`src/sync_monitor_pkg.sv`:
```
// Shared constants for the receive sync monitor
package sync_monitor_pkg;
    // ==========================================================
    // Timing
    localparam int unsigned CLOCK_HZ        = 25_000_000;
    localparam int unsigned IDLE_TIMEOUT_S  = 10;
    localparam int unsigned CLK_LOSS_MS     = 50;
    localparam int unsigned SNAP_PERIOD_S   = 2;
    localparam int unsigned IDLE_CYCLES     = IDLE_TIMEOUT_S * CLOCK_HZ;
    localparam int unsigned CLK_LOSS_CYCLES = (CLK_LOSS_MS * CLOCK_HZ) / 1000;
    localparam int unsigned SNAP_CYCLES     = SNAP_PERIOD_S * CLOCK_HZ;
    localparam int unsigned IDLE_W          = 28;
    localparam int unsigned CLKLOSS_W       = 21;
    localparam int unsigned SNAP_W          = 26;
    // ==========================================================
    // Byte-count sync threshold
    localparam int unsigned THR_W           = 12;
    localparam logic [11:0] BYTE_THR_MIN    = 12'h00a;
    localparam logic [11:0] BYTE_THR_MAX    = 12'h800;
    // ==========================================================
    // Snapshot history
    localparam int unsigned RESULT_W        = 32;
    localparam int unsigned HIST_DEPTH      = 2;
    localparam logic [31:0] RESULT_RESET    = 32'h0000_0000;
endpackage

```
`src/snapshot_mem.sv`:
```
// Small result history memory with registered read data
`timescale 1ns/100ps
`default_nettype none
module snapshot_mem #(
    parameter int unsigned WIDTH = 32,
    parameter int unsigned DEPTH = 2,
    parameter int unsigned AW    = (DEPTH > 1) ? $clog2(DEPTH) : 1
) (
    input  wire logic             clock_in,
    input  wire logic             wr_en_in,
    input  wire logic [AW-1:0]    wr_addr_in,
    input  wire logic [WIDTH-1:0] wr_data_in,
    input  wire logic [AW-1:0]    rd_addr_in,
    output logic      [WIDTH-1:0] rd_data_out
);
    logic [WIDTH-1:0] mem_ff [DEPTH];

    always_ff @(posedge clock_in)
    begin
        if (wr_en_in)
        begin
            mem_ff[wr_addr_in] <= wr_data_in;
        end
        rd_data_out <= mem_ff[rd_addr_in];
    end
endmodule
`default_nettype wire

```
`src/receive_sync_monitor.sv`:
```
// Receive sync monitor: sync threshold, loss detection, indicators, pre-loss snapshot
`timescale 1ns/100ps
`default_nettype none
module receive_sync_monitor #(
    parameter int unsigned IDLE_LIMIT = sync_monitor_pkg::IDLE_CYCLES,
    parameter int unsigned CLK_LIMIT  = sync_monitor_pkg::CLK_LOSS_CYCLES,
    parameter int unsigned SNAP_LIMIT = sync_monitor_pkg::SNAP_CYCLES
) (
    input  wire logic                              clock_in,
    input  wire logic                              rstn_in,
    input  wire logic                              rx_data_in,
    input  wire logic                              rx_clock_in,
    input  wire logic                              rx_char_in,
    input  wire logic                              byte_valid_in,
    input  wire logic                              byte_error_in,
    input  wire logic                              user_sync_mode_in,
    input  wire logic                              whole_pattern_threshold_in,
    input  wire logic [sync_monitor_pkg::THR_W-1:0] user_pattern_sync_threshold_in,
    input  wire logic [sync_monitor_pkg::THR_W-1:0] pattern_length_in,
    input  wire logic                              pattern_sync_in,
    input  wire logic                              async_mode_in,
    input  wire logic                              idle_data_timeout_in,
    input  wire logic                              clock_required_in,
    input  wire logic                              power_loss_in,
    input  wire logic                              test_start_in,
    input  wire logic                              printer_enable_in,
    input  wire logic                              recall_in,
    input  wire logic                              hold_release_in,
    input  wire logic [sync_monitor_pkg::RESULT_W-1:0] results_in,
    output logic                                   mark_indicator_out,
    output logic                                   space_indicator_out,
    output logic                                   sync_indicator_out,
    output logic                                   rx_clock_absent_out,
    output logic                                   frame_sync_loss_out,
    output logic                                   display_hold_out,
    output logic                                   print_request_out,
    output logic                                   display_load_out,
    output logic [sync_monitor_pkg::RESULT_W-1:0]  display_data_out,
    output logic                                   not_available_out
);
    import sync_monitor_pkg::*;
    // ==========================================================
    // State
    typedef enum logic [1:0] {MON = 2'b00, CAPT = 2'b01} cap_type;
    typedef struct packed {
        logic                 data_s1;
        logic                 data_s2;
        logic                 clk_s1;
        logic                 clk_s2;
        logic                 clk_s3;
        logic                 mark;
        logic                 space;
        logic                 sync;
        logic [THR_W-1:0]     run;
        logic [IDLE_W-1:0]    idle_cnt;
        logic [CLKLOSS_W-1:0] clk_cnt;
        logic                 clk_abs;
        logic                 frame_loss;
        logic [SNAP_W-1:0]    tick_cnt;
        logic                 wr_ptr;
        cap_type              cap;
        logic                 avail;
        logic                 hold;
        logic                 print;
        logic                 disp_load;
        logic [RESULT_W-1:0]  saved;
        logic [RESULT_W-1:0]  disp_data;
        logic                 not_avail;
    } state_type;
    state_type           st_ff;
    state_type           nxt_st;
    logic [RESULT_W-1:0] hist_rd;
    logic [THR_W-1:0]    threshold;
    logic                snap_wr, clk_edge, idle_expired, loss_event;
    function automatic logic [THR_W-1:0] clamp_thr(input logic [THR_W-1:0] v);
        if (v < BYTE_THR_MIN)
            return BYTE_THR_MIN;
        else if (v > BYTE_THR_MAX)
            return BYTE_THR_MAX;
        else
            return v;
    endfunction
    snapshot_mem #(
        .WIDTH (RESULT_W),
        .DEPTH (HIST_DEPTH),
        .AW    (1)
    ) u_hist (
        .clock_in    (clock_in),
        .wr_en_in    (snap_wr),
        .wr_addr_in  (st_ff.wr_ptr),
        .wr_data_in  (results_in),
        .rd_addr_in  (st_ff.wr_ptr),
        .rd_data_out (hist_rd)
    );
    // ==========================================================
    // Next state
    always_comb
    begin
        nxt_st       = st_ff;
        threshold    = whole_pattern_threshold_in ? pattern_length_in
                                                  : clamp_thr(user_pattern_sync_threshold_in);
        clk_edge     = st_ff.clk_s2 & ~st_ff.clk_s3;
        idle_expired = 1'b0;
        loss_event   = 1'b0;
        snap_wr      = 1'b0;
        nxt_st.data_s1 = rx_data_in;
        nxt_st.data_s2 = st_ff.data_s1;
        nxt_st.clk_s1  = rx_clock_in;
        nxt_st.clk_s2  = st_ff.clk_s1;
        nxt_st.clk_s3  = st_ff.clk_s2;
        nxt_st.mark    = st_ff.data_s2;
        nxt_st.space   = ~st_ff.data_s2;
        // Idle data timer, only armed in async mode with timeout on
        if (!(async_mode_in && idle_data_timeout_in) || rx_char_in)
        begin
            nxt_st.idle_cnt = '0;
        end
        else if (st_ff.idle_cnt == IDLE_W'(IDLE_LIMIT - 1))
        begin
            idle_expired    = 1'b1;
            nxt_st.idle_cnt = '0;
        end
        else
        begin
            nxt_st.idle_cnt = st_ff.idle_cnt + 1'b1;
        end
        // Receive clock activity timer
        nxt_st.frame_loss = 1'b0;
        if (!clock_required_in || clk_edge)
        begin
            nxt_st.clk_cnt = '0;
            nxt_st.clk_abs = 1'b0;
        end
        else if (st_ff.clk_cnt == CLKLOSS_W'(CLK_LIMIT - 1))
        begin
            nxt_st.clk_abs    = 1'b1;
            nxt_st.frame_loss = ~st_ff.clk_abs;
        end
        else
        begin
            nxt_st.clk_cnt = st_ff.clk_cnt + 1'b1;
        end
        // Pattern sync
        if (nxt_st.clk_abs || idle_expired)
        begin
            nxt_st.sync = 1'b0;
            nxt_st.run  = '0;
        end
        else if (user_sync_mode_in)
        begin
            if (byte_valid_in && byte_error_in)
            begin
                nxt_st.sync = 1'b0;
                nxt_st.run  = '0;
            end
            else if (byte_valid_in && !st_ff.sync)
            begin
                nxt_st.run  = st_ff.run + 1'b1;
                nxt_st.sync = (st_ff.run + 1'b1) >= threshold;
            end
        end
        else
        begin
            nxt_st.sync = pattern_sync_in;
            nxt_st.run  = '0;
        end
        loss_event = (st_ff.sync & ~nxt_st.sync) | power_loss_in;
        // Snapshot history every period, skipped in CAPT or on a loss cycle
        if (st_ff.tick_cnt == SNAP_W'(SNAP_LIMIT - 1))
        begin
            nxt_st.tick_cnt = '0;
            snap_wr         = (st_ff.cap == MON) & ~loss_event;
            nxt_st.wr_ptr   = snap_wr ? ~st_ff.wr_ptr : st_ff.wr_ptr;
        end
        else
        begin
            nxt_st.tick_cnt = st_ff.tick_cnt + 1'b1;
        end
        // Loss capture, hold and print
        nxt_st.print     = 1'b0;
        nxt_st.disp_load = 1'b0;
        nxt_st.not_avail = 1'b0;
        case (st_ff.cap)
            MON:
            begin
                if (loss_event)
                begin
                    nxt_st.cap   = CAPT;
                    nxt_st.hold  = 1'b1;
                    nxt_st.print = printer_enable_in;
                end
            end
            CAPT:
            begin
                nxt_st.saved = hist_rd;
                nxt_st.avail = 1'b1;
                nxt_st.cap   = MON;
            end
            default:
                nxt_st.cap = MON;
        endcase
        if (hold_release_in && !(loss_event && st_ff.cap == MON))
            nxt_st.hold = 1'b0;
        if (test_start_in && st_ff.cap == MON)
            nxt_st.avail = 1'b0;
        if (recall_in)
        begin
            if (st_ff.avail)
            begin
                nxt_st.disp_data = st_ff.saved;
                nxt_st.disp_load = 1'b1;
            end
            else
            begin
                nxt_st.not_avail = 1'b1;
            end
        end
    end
    always_ff @(posedge clock_in or negedge rstn_in)
    begin
        if (!rstn_in)
        begin
            st_ff           <= '0;
            st_ff.cap       <= MON;
            st_ff.saved     <= RESULT_RESET;
            st_ff.disp_data <= RESULT_RESET;
        end
        else
        begin
            st_ff <= nxt_st;
        end
    end
    // ==========================================================
    // Outputs
    assign mark_indicator_out  = st_ff.mark;
    assign space_indicator_out = st_ff.space;
    assign sync_indicator_out  = st_ff.sync;
    assign rx_clock_absent_out = st_ff.clk_abs;
    assign frame_sync_loss_out = st_ff.frame_loss;
    assign display_hold_out    = st_ff.hold;
    assign print_request_out   = st_ff.print;
    assign display_load_out    = st_ff.disp_load;
    assign display_data_out    = st_ff.disp_data;
    assign not_available_out   = st_ff.not_avail;
endmodule
`default_nettype wire

```
`config.mk`:
```
export PLATFORM = sky130hd
export DESIGN_NAME = receive_sync_monitor
export DESIGN_NICKNAME = d
export VERILOG_FILES = /design/src/sync_monitor_pkg.sv /design/src/snapshot_mem.sv /design/src/receive_sync_monitor.sv
export SDC_FILE = /design/constraint.sdc
export NUM_CORES = 1
export LEC_CHECK = 0
export ABC_AREA = 0
export ABC_CLOCK_PERIOD_IN_PS = 5600
export BUFFER_PORTS_ARGS = -buffer_cell sky130_fd_sc_hd__buf_2
export CORE_MARGIN = 8
export CORE_UTILIZATION = 45
export DETAILED_ROUTE_END_ITERATION = 10
export SYNTH_ARGS = -nofsm -noshare
export SYNTH_HDL_FRONTEND = slang
export SYNTH_SLANG_ARGS = --single-unit
```
`constraint.sdc`:
```
create_clock -name clock_in -period 5.6 [get_ports clock_in]
set_input_delay 1.12 -clock clock_in [delete_from_list [all_inputs] [get_ports clock_in]]
set_output_delay 1.12 -clock clock_in [all_outputs]
set_load 0.005 [all_outputs]
```
==> metrics.md <==
| Metric | Value |
|---|---|
| Outcome | `finished clean` |
| Clk_skew | `0.00878 ns` |
| EDFF count, synth | `64` |
| Worst setup SP type | `input port` |
| CTS buffer count | `27` |
| Count of input and output buffers | `114` |
| Post-CTS Setup Inserts | `0` |
| Clock sinks | `264` |
| Gpl congestion | `0.788` |
| Final hold vios | `0` |
| Finished Layout Cells | `1,289` |
| Synthesized area | `11,000 µm²` |
| IO Count | `115` |
| WP data arrival | `4.05 ns` |
| Power Density | `339 nW/µm²` |
| Worst slew pin tran | `1.09 ns` |
| Root Buffer | `clkbuf_16` |
| Fmax | `273 MHz` |
| Setup_tns | `0 ns` |
| First-pass DRT Iterations | `4` |
| Area growth, synth to finish | `14.2%` |
| Adder-cell share of the synthesized area | `1.83%` |
| Setup crit start | `user_pattern_sync_threshold_in[8]` |
| Largest family of logic cells by synthesized area | `simple AND/OR/NAND/NOR gates` |
| XOR/XNOR share of the synthesized area | `5.36%` |
| Slowest CP cell | `or4_1` |
| Leak Pwr | `5.29 nW` |
| Worst Hold Class | `reg2reg` |
| Starting Density | `45.4%` |
| Synth Area in Compound Gates | `4.60%` |
| Slowest cell delay on critical path | `0.52 ns` |
| WL per Instance | `15.9 µm` |
| Cell breakdown of the critical path | `buf_2, or4_1, nor4_1, nand3_1, a21oi_1, a22oi_1, ha_1, a21oi_1, o21ai_0, a2111oi_0, o21ai_0, nand2_1, a211oi_1` |
| Via count | `6,520` |
| Post-DP HPWL | `13.7 mm` |
| Initial antenna violation count | `2` |
| GRT overflow | `0` |
| Sw Share | `22.6%` |
| Synth warn | `0` |
| Pin count of the biggest net entering global routing | `73` |
| Post-CTS Resized | `0` |
| Cell count after synthesis | `852` |
| VDD IR max | `0.000232 V` |
| Synthesized area per cell | `12.9 µm²` |
| Die footprint | `29,600 µm²` |
| Cts hold-fix bufs | `0` |
| CTS H-Tree Depth | `1` |
| HP Start | `nxt_st[165]$_DFF_PN0_` |
| Max-cap violations | `0` |
| Die W | `172 µm` |
| Critical path endpoint category | `register` |
| GR Util All Layers | `14.4%` |
| Layout cell share with drive strength beyond 1 | `28.2%` |
| Proportion of synthesized flip-flops having asynchronous set or reset | `63.6%` |
| RSZ-0062 raised after global routing | `false` |
| Vias per cell | `5.06` |
| Sw power | `0.955 mW` |
| P_int | `3.28 mW` |
| Total wire length | `20.4 mm` |
| Relative slew slack | `27.5%` |
| Register area share after synthesis | `61.8%` |
| Number of library cell types mapped by synthesis | `57` |
| Prevailing post-synth register cell | `dfrtp_1` |
| DRT iter0 DRCs | `323` |
| Post-layout util | `51.9%` |
| Worst flop-to-flop path startpoint | `st_ff[100]$_DFFE_PN0P_` |
| First-pass GRT wire length | `34.8 mm` |
| DRC | `0` |
| Max Root-Sink Buffers | `3` |
| Post-synthesis simple-gate area fraction | `12.6%` |
| Slew Limit Fails | `0` |
| Post-synthesis mux area share | `10.1%` |
| Dpl cells | `1,239` |
| Clock Power Share | `41.0%` |
| Critical Path Fanout Max | `7` |
| Worst endpoint required time | `5.99 ns` |
| Net count, final | `1,034` |
| Post-DRT Antenna Nets | `0` |
| Row count | `57` |
| Combinational power share | `8.2%` |
| Vert. Die Dim | `172 µm` |
| Period utilization | `65.4%` |
| Sequential share of power | `50.9%` |
| Worst-Skew Late Latency | `0.54 ns` |
| WS Path Type | `in2reg` |
| #FFs+latches synth | `264` |
| Core ar. | `24,100 µm²` |
| Number of global-route vias before repair | `6,859` |
| Minimum clock period | `3.66 ns` |
| Setup-failing EPs final | `0` |
| TritonCTS clock tree | `built` |
| Clock-pin slew on the worst setup and hold paths | `0.06 ns` |
| Synthesized Nets | `942` |
| Diodes inserted | `0` |
-- cell families after synthesis --
group           count (synthesis)
flops                         264
simple gates                  254
mux                            98
compound gates                 79
buf+inv                        74
xor+xnor                       67
fa+ha+maj                      16
-- flip-flops by register name, indices dropped and copies added (netlist names) --
signal	flops
display_data_out	32
display_hold_out	1
display_load_out	1
frame_sync_loss_out	1
mark_indicator_out	1
not_available_out	1
nxt_st	4
print_request_out	1
rx_clock_absent_out	1
space_indicator_out	1
st_ff	123
sync_indicator_out	1
u_hist.mem_ff	64
u_hist.rd_data_out	32
-- cells in the final DEF, fill, tap and decap left out, types with 27 or more instances in the layout --
master     netlist  routed
mux2_2          96      96
nor2_1          65      63
buf_2            3     113
clkbuf_16        0      27
nand3_1         35      35
dfrtp_1        168     167
xor2_1          42      42
nand2_1         47      47
edfxtp_1        64      64
dfxtp_1         32      32
-- synth_stat cells (7+ instances only) --
master	n	area, µm²
ha_1	16	200
and4_1	10	87.6
nand4_1	16	100
mux2_2	96	1080
a21oi_1	20	100
nor4_1	9	56.3
dfrtp_1	168	4200
and3_1	13	81.3
nand2_1	47	176
xor2_1	42	368
nor3_1	12	60.1
edfxtp_1	64	1920
a22o_1	7	61.3
dfxtp_1	32	641
nor2_1	65	244
or3_1	11	68.8
clkbuf_1	10	37.5
buf_1	10	37.5
inv_1	17	63.8
nand3_1	35	175
buf_4	32	240
xnor2_1	25	219
o21ai_0	25	125
-- worst paths after layout --
| check | endpoint | slack [ns] | depth (start not counted) |
|---|---|---|---|
| worst max-delay path | sync_indicator_out$_DFF_PN0_ | 1.94 | 13 |
| worst min-delay path | nxt_st[164]$_DFF_PN0_ | 0.35 | 0 |
| worst max register to register | u_hist.mem_ff[0][19]$_DFFE_PP_ | 2.37 | 7 |
| worst min register to register | nxt_st[164]$_DFF_PN0_ | 0.35 | 0 |
| max in group asynchronous | st_ff[71]$_DFFE_PN0N_ | 3.85 | 2 |
| min in group asynchronous | st_ff[48]$_DFFE_PN0P_ | 0.58 | 1 |
-- per-stage QoR --
step	setup WS, ns	area, µm²	hold slack [ns]	total power, mW
final	1.94	12500	0.349	4.24
after global routing	1.47	12500	0.371	4.43
after CTS	1.90	12500	0.350	4.31
after detailed placement	1.34	11600	0.336	2.55
after global placement	1.47	11600	0.341	2.54
after floorplan	1.77	11000	0.331	2.46
-- layer usage --
metal,vias up,global-route usage (%),wire [µm]
met2,108,23.6,9690
met3,34,2.72,964
met4,4,3.86,387
li1,3202,-,-
met1,3172,19.3,9360
met5,-,0,23
-- layout make-up --
class	count	area, µm²
clock buffers	35	716
multi-input cells	514	3790
well taps	324	405
fillers	2157	11600
flip-flops and latches	264	6770
repair buffers	120	622
inverters	17	63.8
clock inverters	15	148
-- power by group through the flow --
stage	logic [mW]	registers, mW	clock network (mW)
floorplan	0.286	2.17	0
global placement	0.348	2.19	0
detailed placement	0.358	2.20	0
CTS	0.359	2.16	1.79
global route	0.385	2.17	1.87
finish	0.345	2.16	1.74
-- critical path, delay by kind of cell --
| kind | cells | cell delay [ns] |
|---|---|---|
| AO/OA/AOI/OAI | 7 | 1.46 |
| adder cells (fa/ha/maj) | 1 | 0.22 |
| buffers and inverters | 1 | 0.10 |
| AND/OR/NAND/NOR | 4 | 1.16 |
No activity file was read; power rests on OpenSTA's default activity.
